File: src/tof_pkg.sv
/*
 Constants for the T1/J1 overhead and data-link framer block: register
 indexes, field positions, reset values, framing patterns and codes.
 Assumes an APB master with 32-bit data and a framer that marks bits.
*/
package tof_pkg;
	typedef enum logic [1:0] {
		TOF_FMT_SF = 2'b00,
		TOF_FMT_ESF = 2'b01,
		TOF_FMT_DM = 2'b10,
		TOF_FMT_SLC = 2'b11
	} tof_fmt_e;

	// Register indexes; byte address is four times the index
	localparam logic [9:0] REG_ERR_FLAGS = 10'h053;
	localparam logic [9:0] REG_RX_CONC_LOW = 10'h056;
	localparam logic [9:0] REG_RX_MAINT_CONC_HIGH = 10'h057;
	localparam logic [9:0] REG_RX_SWITCH_ALARM = 10'h058;
	localparam logic [9:0] REG_CHG_IRQ_EN = 10'h05c;
	localparam logic [9:0] REG_CHG_FLAGS = 10'h05d;
	localparam logic [9:0] REG_TX_MODE = 10'h062;
	localparam logic [9:0] REG_TX_CONC_LOW = 10'h065;
	localparam logic [9:0] REG_TX_MAINT_CONC_HIGH = 10'h066;
	localparam logic [9:0] REG_TX_SWITCH_ALARM = 10'h067;

	// Field positions
	localparam int MODE_FRAME_GEN_DISABLE = 0;
	localparam int MODE_CRC_INSERT_BYPASS = 1;
	localparam int MODE_DLBYP = 2;
	localparam int IRQ_EN_DEBOUNCE = 4;
	localparam int ERR_CRC = 2;
	localparam int ERR_FBIT = 1;
	localparam int ERR_COFA = 0;

	// Reset values
	localparam logic [2:0] RST_MODE = 3'h0;
	localparam logic [4:0] RST_IRQ_EN = 5'h00;
	localparam logic [10:0] RST_CONC = 11'h000;
	localparam logic [2:0] RST_MAINT = 3'h0;
	localparam logic [3:0] RST_SWITCH = 4'h0;
	localparam logic [1:0] RST_ALARM = 2'h0;

	// Framing patterns, bit i belongs to the i-th Fs or FAS frame, counted from 0
	localparam logic [7:0] SF_FS_PAT = 8'h1c;
	localparam logic [7:0] ESF_FAS_PAT = 8'h34;
	localparam logic [15:0] SLC_SYNC_PAT = 16'h0e38;
	localparam logic SLC_FS_LAST = 1'b1;
	localparam logic [2:0] SLC_SPOIL = 3'h2;
	localparam logic [5:0] SLC_LAST_K = 6'h23;
	localparam logic [5:0] SLC_SYNC_LAST_K = 6'h0a;
	localparam logic [5:0] SLC_C_FIRST_K = 6'h0c;
	localparam logic [5:0] SLC_DATA_LAST_K = 6'h22;
	localparam logic [5:0] SLC_SPOIL_FIRST_K = 6'h17;
	localparam logic [5:0] SLC_SPOIL_LAST_K = 6'h19;
	localparam logic [5:0] SF_FS_LAST_K = 6'h05;

	// Codes and positions
	localparam logic [5:0] CRC6_POLY = 6'h03;
	localparam logic [15:0] IDLE_T1 = 16'hffff;
	localparam logic [15:0] IDLE_J1 = 16'hff7e;
	localparam logic [7:0] DM_DBIT_POS = 8'hbe;
endpackage

File: src/tof_framer.sv
/*
 T1/J1 overhead framer: receive F-bit and CRC-6 checks, SLC-96 overhead
 extraction with change flags, transmit framing and overhead insertion.
 Assumes the line framer marks each bit, each F bit and multiframe start.
*/
// Chosen here: the APB slave port.
`timescale 1ns/1ns
module tof_framer
	import tof_pkg::*;
(
	input wire logic clk_sys_in, // System clock
	input wire logic rst_in, // Async reset, high
	input wire logic [11:0] paddr_in, // APB address
	input wire logic psel_in, // APB select
	input wire logic penable_in, // APB enable
	input wire logic pwrite_in, // APB write
	input wire logic [31:0] pwdata_in, // APB write data
	output logic [31:0] prdata_out, // APB read data
	output logic pready_out, // APB ready
	output logic pslverr_out, // APB error
	input wire logic [1:0] fmt_in, // Framing format
	input wire logic j1_mode_in, // J1 idle code
	input wire logic rx_bit_valid_in, // Receive bit strobe
	input wire logic rx_bit_in, // Receive bit
	input wire logic rx_fbit_in, // Bit is an F bit
	input wire logic rx_mf_start_in, // First frame of multiframe
	input wire logic rx_in_sync_in, // Receiver in sync
	input wire logic rx_fpos_valid_in, // F position found
	input wire logic [7:0] rx_fpos_in, // Found F position
	input wire logic tx_bit_valid_in, // Transmit bit strobe
	input wire logic tx_bit_in, // Transmit bit
	input wire logic tx_fbit_in, // Bit is an F bit
	input wire logic tx_mf_start_in, // First frame of multiframe
	input wire logic tx_hdlc_bit_in, // HDLC data bit
	output logic tx_bit_out, // Framed transmit bit
	output logic tx_bit_valid_out, // Framed bit strobe
	output logic irq_out // Change interrupt, high
);
	// Serial CRC-6 step
	function automatic logic [5:0] crc_step(input logic [5:0] c, input logic b);
		logic fb;
		fb = b ^ c[5];
		crc_step = {c[4:0], 1'b0} ^ (fb ? CRC6_POLY : 6'h00);
	endfunction

	logic [2:0] mode;
	logic [4:0] irq_en;
	logic [3:0] chg;
	logic [2:0] err;
	logic [10:0] rx_conc;
	logic [2:0] rx_maint;
	logic [3:0] rx_sw;
	logic [1:0] rx_alarm;
	logic [10:0] tx_conc;
	logic [2:0] tx_maint;
	logic [3:0] tx_sw;
	logic [1:0] tx_alarm;

	// APB decode
	wire [9:0] widx = paddr_in[11:2];
	wire acc = psel_in & penable_in;
	wire wr = acc & pready_out & pwrite_in;
	wire s_err = (widx == REG_ERR_FLAGS);
	wire s_rc0 = (widx == REG_RX_CONC_LOW);
	wire s_rc1 = (widx == REG_RX_MAINT_CONC_HIGH);
	wire s_rc2 = (widx == REG_RX_SWITCH_ALARM);
	wire s_ien = (widx == REG_CHG_IRQ_EN);
	wire s_chg = (widx == REG_CHG_FLAGS);
	wire s_mode = (widx == REG_TX_MODE);
	wire s_tc0 = (widx == REG_TX_CONC_LOW);
	wire s_tc1 = (widx == REG_TX_MAINT_CONC_HIGH);
	wire s_tc2 = (widx == REG_TX_SWITCH_ALARM);
	wire hit = s_err | s_rc0 | s_rc1 | s_rc2 | s_ien | s_chg | s_mode | s_tc0 | s_tc1 | s_tc2;
	wire [7:0] rd_byte = s_err ? {5'h00, err} :
		s_rc0 ? rx_conc[7:0] :
		s_rc1 ? {2'h0, rx_maint, rx_conc[10:8]} :
		s_rc2 ? {2'h0, rx_sw, rx_alarm} :
		s_ien ? {3'h0, irq_en} :
		s_chg ? {4'h0, chg} :
		s_mode ? {5'h00, mode} :
		s_tc0 ? tx_conc[7:0] :
		s_tc1 ? {2'h0, tx_maint, tx_conc[10:8]} :
		s_tc2 ? {2'h0, tx_sw, tx_alarm} : 8'h00;

	// APB answer: one wait state, then ready with data
	// Ready drops after one cycle, so a held request waits again
	always_ff @(posedge clk_sys_in or posedge rst_in)
	begin
		if (rst_in)
		begin
			pready_out <= 1'b0;
			prdata_out <= 32'h0000_0000;
			pslverr_out <= 1'b0;
		end
		else
		begin
			pready_out <= acc & ~pready_out;
			prdata_out <= {24'h00_0000, rd_byte};
			pslverr_out <= acc & ~pready_out & ~hit;
		end
	end

	// Control register writes
	always_ff @(posedge clk_sys_in or posedge rst_in)
	begin
		if (rst_in)
		begin
			mode <= RST_MODE;
			irq_en <= RST_IRQ_EN;
			tx_conc <= RST_CONC;
			tx_maint <= RST_MAINT;
			tx_sw <= RST_SWITCH;
			tx_alarm <= RST_ALARM;
		end
		else if (wr)
		begin
			if (s_mode)
				mode <= pwdata_in[2:0];
			if (s_ien)
				irq_en <= pwdata_in[4:0];
			if (s_tc0)
				tx_conc[7:0] <= pwdata_in[7:0];
			if (s_tc1)
				{tx_maint, tx_conc[10:8]} <= pwdata_in[5:0];
			if (s_tc2)
				{tx_sw, tx_alarm} <= pwdata_in[5:0];
		end
	end

	// Receive frame numbering, frames count from 1
	logic [6:0] rx_fr;
	wire rx_f = rx_bit_valid_in & rx_fbit_in;
	wire [6:0] rx_fr_n = rx_mf_start_in ? 7'd1 : rx_fr + 7'd1;
	wire [5:0] rx_half = rx_fr_n[6:1];
	wire [5:0] rx_k = rx_half - 6'd1;
	wire [2:0] rx_fas = rx_fr_n[4:2] - 3'd1;
	wire rx_odd = rx_fr_n[0];

	// Expected F bit per format
	wire sf_chk = rx_odd | (rx_k <= SF_FS_LAST_K);
	wire sf_exp = rx_odd ? ~rx_half[0] : SF_FS_PAT[rx_k[2:0]];
	wire esf_chk = (rx_fr_n[1:0] == 2'b00);
	wire esf_exp = ESF_FAS_PAT[rx_fas];
	wire slc_chk = rx_odd | (rx_k <= SLC_SYNC_LAST_K) | (rx_k == SLC_LAST_K);
	wire slc_exp = rx_odd ? ~rx_half[0] :
		(rx_k == SLC_LAST_K) ? SLC_FS_LAST : SLC_SYNC_PAT[rx_k[3:0]];
	wire f_chk = (fmt_in == TOF_FMT_ESF) ? esf_chk :
		(fmt_in == TOF_FMT_SLC) ? slc_chk : sf_chk;
	wire f_exp = (fmt_in == TOF_FMT_ESF) ? esf_exp :
		(fmt_in == TOF_FMT_SLC) ? slc_exp : sf_exp;
	wire ev_fbit = rx_f & rx_in_sync_in & f_chk & (rx_bit_in != f_exp);

	// Receive CRC-6
	logic [5:0] rx_crc_acc;
	logic [5:0] rx_crc_prev;
	logic rx_crc_ok;
	logic [5:0] rx_crc_got;
	wire rx_esf = (fmt_in == TOF_FMT_ESF);
	wire rx_sf_end = rx_f & rx_mf_start_in;
	wire ev_crc = rx_sf_end & rx_esf & rx_crc_ok & (rx_crc_got != rx_crc_prev);

	// Position change
	logic [7:0] fpos_prev;
	logic fpos_seen;
	wire ev_cofa = rx_fpos_valid_in & fpos_seen & (rx_fpos_in != fpos_prev);

	// Receive counters, CRC and position tracking
	// CRC compare counts only after one full in-sync superframe
	always_ff @(posedge clk_sys_in or posedge rst_in)
	begin
		if (rst_in)
		begin
			rx_fr <= 7'd0;
			rx_crc_acc <= 6'h00;
			rx_crc_prev <= 6'h00;
			rx_crc_ok <= 1'b0;
			rx_crc_got <= 6'h00;
			fpos_prev <= 8'h00;
			fpos_seen <= 1'b0;
		end
		else
		begin
			if (rx_f)
				rx_fr <= rx_fr_n;
			if (rx_bit_valid_in)
				rx_crc_acc <= crc_step(rx_sf_end ? 6'h00 : rx_crc_acc, rx_fbit_in | rx_bit_in);
			if (rx_sf_end)
			begin
				rx_crc_prev <= rx_crc_acc;
				rx_crc_ok <= rx_esf & rx_in_sync_in;
			end
			if (rx_f & (rx_fr_n[1:0] == 2'b10))
				rx_crc_got <= {rx_crc_got[4:0], rx_bit_in};
			if (rx_fpos_valid_in)
			begin
				fpos_prev <= rx_fpos_in;
				fpos_seen <= 1'b1;
			end
		end
	end

	// Error flags, set wins over clear
	// An event in the cycle of a clear write keeps the flag set
	wire [2:0] err_clr = (wr & s_err) ? pwdata_in[2:0] : 3'h0;
	wire [2:0] err_set = {ev_crc, ev_fbit, ev_cofa};
	wire [2:0] next_err = (err & ~err_clr) | err_set;

	// SLC-96 Fs data capture, first bit ends at the LSB
	// Capture runs in any format; only the end strobe is qualified
	logic [22:0] slc_sr;
	logic [10:0] cand_c;
	logic [2:0] cand_m;
	logic [1:0] cand_a;
	logic [3:0] cand_s;
	wire slc_data = rx_f & ~rx_odd & (rx_k >= SLC_C_FIRST_K) & (rx_k <= SLC_DATA_LAST_K);
	wire slc_end = rx_f & ~rx_odd & (rx_k == SLC_LAST_K) & (fmt_in == TOF_FMT_SLC)
		& rx_in_sync_in;
	wire [10:0] new_c = slc_sr[10:0];
	wire [2:0] new_m = slc_sr[16:14];
	wire [1:0] new_a = slc_sr[18:17];
	wire [3:0] new_s = slc_sr[22:19];
	wire deb = irq_en[IRQ_EN_DEBOUNCE];
	wire up_c = slc_end & (~deb | (new_c == cand_c));
	wire up_m = slc_end & (~deb | (new_m == cand_m));
	wire up_a = slc_end & (~deb | (new_a == cand_a));
	wire up_s = slc_end & (~deb | (new_s == cand_s));
	wire [3:0] chg_set = {up_a & (new_a != rx_alarm), up_s & (new_s != rx_sw),
		up_m & (new_m != rx_maint), up_c & (new_c != rx_conc)};
	wire [3:0] chg_clr = (wr & s_chg) ? pwdata_in[3:0] : 4'h0;
	wire [3:0] next_chg = (chg & ~chg_clr) | chg_set;

	// Overhead extraction and flag registers
	// Candidates refresh every in-sync SLC-96 multiframe, so de-bounce compares neighbours
	always_ff @(posedge clk_sys_in or posedge rst_in)
	begin
		if (rst_in)
		begin
			slc_sr <= 23'h00_0000;
			{cand_c, cand_m, cand_a, cand_s} <= 20'h0_0000;
			rx_conc <= RST_CONC;
			rx_maint <= RST_MAINT;
			rx_alarm <= RST_ALARM;
			rx_sw <= RST_SWITCH;
			chg <= 4'h0;
			err <= 3'h0;
			irq_out <= 1'b0;
		end
		else
		begin
			if (slc_data)
				slc_sr <= {rx_bit_in, slc_sr[22:1]};
			if (slc_end)
				{cand_c, cand_m, cand_a, cand_s} <= {new_c, new_m, new_a, new_s};
			if (up_c)
				rx_conc <= new_c;
			if (up_m)
				rx_maint <= new_m;
			if (up_a)
				rx_alarm <= new_a;
			if (up_s)
				rx_sw <= new_s;
			chg <= next_chg;
			err <= next_err;
			irq_out <= |(next_chg & irq_en[3:0]);
		end
	end

	// Transmit frame numbering and bit position
	logic [6:0] tx_fr;
	logic [7:0] tx_pos;
	wire tx_f = tx_bit_valid_in & tx_fbit_in;
	wire [6:0] tx_fr_n = tx_mf_start_in ? 7'd1 : tx_fr + 7'd1;
	wire [7:0] tx_pos_n = tx_fbit_in ? 8'h00 : tx_pos + 8'h01;
	wire [5:0] tx_half = tx_fr_n[6:1];
	wire [5:0] tx_k = tx_half - 6'd1;
	wire [2:0] tx_fas = tx_fr_n[4:2] - 3'd1;
	wire tx_odd = tx_fr_n[0];
	wire gen = ~mode[MODE_FRAME_GEN_DISABLE];
	wire dl_on = gen & ~mode[MODE_DLBYP];

	// Transmit CRC-6 and data-link idle code
	logic [5:0] tx_crc_acc;
	logic [5:0] tx_crc_out;
	logic [3:0] tx_dl_idx;
	wire tx_sf_end = tx_f & tx_mf_start_in;
	wire [15:0] idle = j1_mode_in ? IDLE_J1 : IDLE_T1;

	// SLC-96 Fs word, index k, C1 at 12 and C11 at 22
	wire [35:0] slc_word = {SLC_FS_LAST, tx_sw, tx_alarm, tx_maint, SLC_SPOIL, tx_conc,
		SLC_SYNC_PAT[11:0]};
	wire tx_slc_dat = (tx_k >= SLC_C_FIRST_K) & (tx_k <= SLC_DATA_LAST_K)
		& ~((tx_k >= SLC_SPOIL_FIRST_K) & (tx_k <= SLC_SPOIL_LAST_K));
	wire slc_fs = (tx_slc_dat & ~dl_on) ? tx_bit_in : slc_word[tx_k];

	// Transmit F bit choice per format
	// Generation disabled passes the incoming F bit untouched
	wire sf_f = tx_odd ? ~tx_half[0] :
		(tx_k <= SF_FS_LAST_K) ? SF_FS_PAT[tx_k[2:0]] : tx_bit_in;
	wire esf_f = (tx_fr_n[1:0] == 2'b00) ? ESF_FAS_PAT[tx_fas] :
		(tx_fr_n[1:0] == 2'b10) ? (mode[MODE_CRC_INSERT_BYPASS] ? tx_bit_in : tx_crc_out[5]) :
		(dl_on ? idle[~tx_dl_idx] : tx_bit_in);
	wire slc_f = tx_odd ? ~tx_half[0] : slc_fs;
	wire f_out = (fmt_in == TOF_FMT_ESF) ? esf_f :
		(fmt_in == TOF_FMT_SLC) ? slc_f : sf_f;
	wire dm_d = (fmt_in == TOF_FMT_DM) & ~tx_fbit_in & (tx_pos_n == DM_DBIT_POS) & dl_on;
	wire next_tx = (tx_fbit_in & gen) ? f_out :
		dm_d ? tx_hdlc_bit_in : tx_bit_in;

	// Transmit counters, CRC and output
	// Data-link index runs on across superframes, as the idle code does
	always_ff @(posedge clk_sys_in or posedge rst_in)
	begin
		if (rst_in)
		begin
			tx_fr <= 7'd0;
			tx_pos <= 8'h00;
			tx_crc_acc <= 6'h00;
			tx_crc_out <= 6'h00;
			tx_dl_idx <= 4'h0;
			tx_bit_out <= 1'b0;
			tx_bit_valid_out <= 1'b0;
		end
		else
		begin
			tx_bit_valid_out <= tx_bit_valid_in;
			if (tx_bit_valid_in)
			begin
				tx_pos <= tx_pos_n;
				tx_bit_out <= next_tx;
				tx_crc_acc <= crc_step(tx_sf_end ? 6'h00 : tx_crc_acc, tx_fbit_in | tx_bit_in);
			end
			if (tx_f)
				tx_fr <= tx_fr_n;
			if (tx_sf_end)
				tx_crc_out <= tx_crc_acc;
			else if (tx_f & (tx_fr_n[1:0] == 2'b10))
				tx_crc_out <= {tx_crc_out[4:0], 1'b0};
			if (tx_f & tx_odd & (fmt_in == TOF_FMT_ESF))
				tx_dl_idx <= tx_dl_idx + 4'h1;
		end
	end
endmodule

File: config.mk
export PLATFORM = sky130hd
export DESIGN_NAME = tof_framer
export DESIGN_NICKNAME = d
export VERILOG_FILES = /design/src/tof_pkg.sv /design/src/tof_framer.sv
export SDC_FILE = /design/constraint.sdc
export NUM_CORES = 1
export LEC_CHECK = 0
export BUFFER_PORTS_ARGS = -buffer_cell sky130_fd_sc_hd__buf_2
export CORE_MARGIN = 4
export CORE_UTILIZATION = 38
export DETAILED_ROUTE_END_ITERATION = 10
export PLACE_DENSITY = 0.53
export RECOVER_POWER = 50
export SLEW_MARGIN = 20
export SYNTH_ARGS = -nofsm -noshare
export SYNTH_HDL_FRONTEND = slang
export SYNTH_SLANG_ARGS = --single-unit
File: constraint.sdc
create_clock -name clk_sys_in -period 6.8 [get_ports clk_sys_in]
set_clock_uncertainty 0.1 [all_clocks]
set_input_delay 0 -clock clk_sys_in [delete_from_list [all_inputs] [get_ports clk_sys_in]]
set_output_delay 0 -clock clk_sys_in [all_outputs]
set_load 0.005 [all_outputs]
# After elaboration in Yosys (flattened, before gate mapping)
# Memory sizes are Yosys's and may differ from the RTL's.
# Cells that the tools add are included.
[word_totals]
regBits = 177
rom_bits = 48
output_inout_bits = 37
elab_cells = 240
memories = 5
[memory_table]
columns = ["name", "words", "width", "rd", "rd_ports_with_merged_regs", "write_ports", "line", "rtl"]
rows = [
  ["(no name shown)", 16, 1, 1, 0, 0, "tof_framer.sv:146", "(rx_k == SLC_LAST_K) ? SLC_FS_LAST : SLC_SYNC_PAT[rx_k[3:0]];"],
  ["(no name shown)", 8, 1, 1, 0, 0, "tof_framer.sv:299", "wire esf_f = (tx_fr_n[1:0] == 2'b00) ? ESF_FAS_PAT[tx_fas] :"],
  ["(no name shown)", 8, 1, 1, 0, 0, "tof_framer.sv:298", "(tx_k <= SF_FS_LAST_K) ? SF_FS_PAT[tx_k[2:0]] : tx_bit_in;"],
  ["(no name shown)", 8, 1, 1, 0, 0, "tof_framer.sv:143", "wire esf_exp = ESF_FAS_PAT[rx_fas];"],
  ["(no name shown)", 8, 1, 1, 0, 0, "tof_framer.sv:141", "wire sf_exp = rx_odd ? ~rx_half[0] : SF_FS_PAT[rx_k[2:0]];"],
]
[classes]
add_sub_neg = 8
n_lt_le_gt_ge = 16
n_eq_ne = 28
muxes = 50
bitwise_logic = 88
n_reduce_logical = 9
[ops]
columns = ["cell", "n"]
rows = [
  ["$eq A10 B7 Y1 const B", 10],
  ["$mux W8", 10],
  ["$and A1 B1 Y1", 47],
  ["$mux W6", 6],
  ["$mux W1", 26],
  ["$or A1 B1 Y1", 18],
  ["$lt A3 B4 Y1 const B", 4],
  ["$add A7 B1 Y7 const B", 2],
  ["$mux W7", 2],
  ["$ge A6 B4 Y1 const B", 2],
  ["$le A6 B3 Y1 const B", 2],
  ["$le A6 B6 Y1 const B", 2],
  ["$sub A6 B1 Y6 const B", 2],
  ["$xor A6 B2 Y6", 2],
  ["$eq A11 B11 Y1", 1],
  ["$ne A11 B11 Y1", 1],
  ["$not A1 Y1", 11],
  ["$lt A4 B5 Y1 const B", 2],
  ["$reduce_and A2 Y1", 5],
  ["$add A8 B1 Y8 const B", 1],
  ["$and A4 B4 Y4", 2],
  ["$eq A2 B2 Y1 const B", 4],
  ["$eq A8 B8 Y1 const B", 1],
  ["$ne A8 B8 Y1", 1],
  ["30 further kinds", 35],
]

# Longest topological paths before layout
[depth]
depth_word = 13
ltp_mapped = 14
depth_no_buf = 13

# Worst setup path after synthesis
# OpenSTA, ideal clock, no wires.
[synth_path]
path_type = "reg2reg"
from = "register tx_fr[0]"
to = "register tx_bit_out"
setup_time_ns = 0.104
t_arrival_ns = 2.929
t_required_ns = 6.596
setup_slack_ns = 3.667
path_stages_with_launch = 14
path_buffers = 0
period_less_slack_ns = 3.133
path_cell_list = "dfrtp_1 ha_1 xnor2_1 nor2_1 inv_1 ha_1 inv_1 o21ai_1 nor4bb_1 xnor2_1 a31oi_1 or4_4 and3_1 o311ai_1"
[synth_via]
elab_chain_len = 13
[synth_lines]
columns = ["element", "line", "rtl"]
rows = [
  ["start, declared", "tof_framer.sv:269", "logic [6:0] tx_fr;"],
  ["start signal, assigned", "tof_framer.sv:333", "tx_fr <= tx_fr_n;"],
  ["$add A7 B1 Y7 *", "tof_framer.sv:272", "wire [6:0] tx_fr_n = tx_mf_start_in ? 7'd1 : tx_fr + 7'd1;"],
  ["$mux W7 *", "tof_framer.sv:272", ""],
  ["net tx_fr_n[2]", "tof_framer.sv:272", ""],
  ["$sub A6 B1 Y6", "tof_framer.sv:275", "wire [5:0] tx_k = tx_half - 6'd1;"],
  ["$ge A6 B5 Y1 / $le A6 B5 Y1 (equally long branches)", "tof_framer.sv:292", "& ~((tx_k >= SLC_SPOIL_FIRST_K) & (tx_k <= SLC_SPOIL_LAST_K));"],
  ["$and A1 B1 Y1", "tof_framer.sv:292", ""],
  ["$not A1 Y1", "tof_framer.sv:292", ""],
  ["$and A1 B1 Y1", "tof_framer.sv:292", ""],
  ["$and A1 B1 Y1", "tof_framer.sv:293", "wire slc_fs = (tx_slc_dat & ~dl_on) ? tx_bit_in : slc_word[tx_k];"],
  ["$mux W1", "tof_framer.sv:293", ""],
  ["$mux W1", "tof_framer.sv:302", "wire slc_f = tx_odd ? ~tx_half[0] : slc_fs;"],
  ["$mux W1", "tof_framer.sv:304", "(fmt_in == TOF_FMT_SLC) ? slc_f : sf_f;"],
  ["$mux W1 *", "tof_framer.sv:303", "wire f_out = (fmt_in == TOF_FMT_ESF) ? esf_f :"],
  ["$mux W1 *", "tof_framer.sv:306", "wire next_tx = (tx_fbit_in & gen) ? f_out :"],
  ["end signal, assigned", "tof_framer.sv:329", "tx_bit_out <= next_tx;"],
  ["end, declared", "tof_framer.sv:35", "output logic tx_bit_out,"],
]
# Mark *: on every way through the listed nets, which the timed path passes. The rest lies on a longest branch. The select of a mux whose other input is x is not followed.
# A chain may end at the register's enable or synchronous reset.

# Worst setup path in the final report
# Ends and elaborated chain as after synthesis.

==> reports/qor.txt <==
share of the synthesized area in the top cell type: 44.82%
total leakage power: 5.376 nW
row cnt: 58
Crit Path Category: reg2reg
slowest library cell on the worst path: ha_1
failing checks: max-capacitance violations, max-slew violations
CTS tree: yes
clk sinks: 177
outcome: complete, but fails checks
Mapped Avg Cell Area: 10.59 um2
Final Setup Violations: 0
vias in the first global route: 7174
setup_tns: 0 ns
unrepaired setup endpoints after global routing: false
measured slew at the worst slew-check pin: 4.829 ns
min-delay worst type: in2reg
Initial Util: 38.91%
worst skew pair latency: 0.43 ns
htree depth: 4
core box area: 0.02540 mm2
Routed wire per std cell: 16.81 um
DRT Wirelength: 22880 um
hold_buf cts: 42
Root Driver: clkbuf_16
CP max stage delay: 0.62 ns
Top delay family on crit path: multiplexers
Vias per Instance: 5.212
clock transition at the registers of the reported paths: 0.07 ns
most common cell in the netlist: dfrtp_1
Synth cell types: 82
sequential share of the synthesized area: 44.82%
drc violations: 0
Synth area leader: dfrtp_1
initial detailed-routing violation count: 404
WP data arrival: 4.70 ns
multi-input logic area: 0.005100 mm2
post-layout min period: 4.486 ns
IO Count: 108
HPWL after detailed placement: 16080 um
Async SR Flop Fraction: 100.0%
yosys warns: 0
FF+latch count, synth: 177
first-pass GRT wire length: 38300 um
worst-case clock buffer depth: 2
gpl congestion: 0.8269
DR pass1 iterations: 7
Die Wd: 169.3 um
CP startpoint kind: register
Post-CTS Repair Setup Buffers: 0
# diodes: 0
layout cells sized above 1: 15.71%
Die Area: 0.02865 mm2
EDFF count, synth: 0
final non-filler cell total: 1361
largest net degree at the start of global routing: 109
dpl cells: 1287
Rel. slew slack: -223.7%
CP Max Fanout: 12
Die Y: 169.3 um
CP bufs+invs: 2
grt total ovfl: 0
Hold Vio Cnt, Final: 0
Tot GR Track Use: 16.46%
total CTS buffers: 17
port buffer count: 57
post-cts sizing count: 0
DR vias: 7094
required time worst endpoint: 7.01 ns
Syn Inst Count: 933
top cells by count, synth: 177 x dfrtp_1, 94 x nand2_1, 61 x mux2_2
antenna violations before repair: 0
ANT nets after route: 0
top cells by area, synth: dfrtp_1 45%, mux2_2 7.0%, mux2_1 5.5%, xor2_1 4.0%, nand2_1 3.6%
Crit. End Element: register
max-slew violations: 109
Mapped Area: 0.009883 mm2
sequential standard cell area: 0.004429 mm2
Worst VDD drop: 0.0001387 V
final net count: 1106
Layout area overhead: 14.38%
Main synth FF type: dfrtp_1
fmax: 222.9 MHz
pwr/cell area: 244.0 mW/mm2
max cap viols: 1
period utilization: 65.98%
fill count: 2471
worst path cell trace: ha_1 -> nand2b_1 -> inv_1 -> ha_1 -> mux4_2 -> mux4_2 -> a31oi_1 -> and3_1 -> o311ai_1 -> dlygate4sd3_1
## tightest hold or removal path, cell delays in order
cell,delay [ns]
buf_2,0.19
nor2_1,0.13
nand3_1,0.10
o21ai_0,0.07
## final timing paths
check / start / end / slack (ns) / depth (start not counted)
min reg2reg: rx_crc_ok / rx_crc_ok / 0.37 / 2
max in group asynchronous: rst_in / prdata_out[5] / 2.66 / 4
min: fmt_in[1] / err[2] / 0.02 / 4
max: tx_fr[0] / tx_bit_out / 2.31 / 10
min in group asynchronous: rst_in / rx_crc_got[2] / 1.50 / 3
max reg2reg: tx_fr[0] / tx_bit_out / 2.31 / 10
## per-layer routing
layer  vias up  wire length (um)  global-route usage, %
li1       3474                 -                      -
met1      3489             11500                  23.42
met2       116             10470                  26.48
met3        15               680                  2.516
met4         0               233                  4.165
met5         -                 0                      0
## placed cells by master (no fill, tap or decap), types with 20 or more instances in the layout
master,n
nor2_1,43
o21ai_0,57
xor2_1,45
buf_2,43
dlygate4sd3_1,42
nand3_1,34
inv_1,20
conb_1,24
nand2_1,94
mux2_2,60
dfrtp_1,177
mux2_1,49
nor3_1,26
xnor2_1,32
mux2i_1,30
## area by class of cell
class,count,area share [%]
Timing Repair Buffer,100,6.154
Sequential cell,177,39.18
Tap cell,330,3.652
Multi-Input combinational cell,697,45.11
Inverter,25,0.8412
Clock inverter,12,1.107
Clock buffer,20,3.951
## flip-flops by register name (all words and copies together) (netlist names), 4 cells and up
name	count
cand_c	11
cand_s	4
chg	4
fpos_prev	8
irq_en	5
prdata_out	8
rx_conc	11
rx_crc_acc	6
rx_crc_got	6
rx_crc_prev	6
rx_fr	7
rx_sw	4
slc_sr	23
tx_conc	11
tx_crc_acc	6
tx_crc_out	6
tx_dl_idx	4
tx_fr	7
tx_pos	8
tx_sw	4
## report_power, final
group / internal, W / switching (W) / total [W]
Combinational: 0.000247 / 0.000285 / 0.000532
Sequential: 0.00116 / 0.000102 / 0.00126
Clock: 0.000523 / 0.000446 / 0.000969
Total: 0.00193 / 0.000833 / 0.00276
## cells by family after synthesis
logic type,after synthesis,share of synthesized area (%)
AO/OA/AOI/OAI,152,10.29
XOR/XNOR,79,7.153
adder cells (fa/ha/maj),18,2.253
buffers and inverters,82,4.532
flip-flops,177,44.82
multiplexers,146,16.90
other,1,0.03794
AND/OR/NAND/NOR,278,14.01
## through the flow
step                util, %  setup WS [ns]  power, W  hold slack [ns]  cell area, um2
finish                44.51          2.314  0.002758          0.02264           11300
global route          44.51          1.702  0.002927          0.05813           11300
CTS                   44.56          2.261  0.002795         0.004650           11320
detailed placement    40.66          2.519  0.001792           0.1492           10330
global placement      40.66          2.542  0.001784           0.1451           10330
floorplan                 -          1.898  0.001667         -0.06857            9970
No activity file was read; power rests on OpenSTA's default activity.
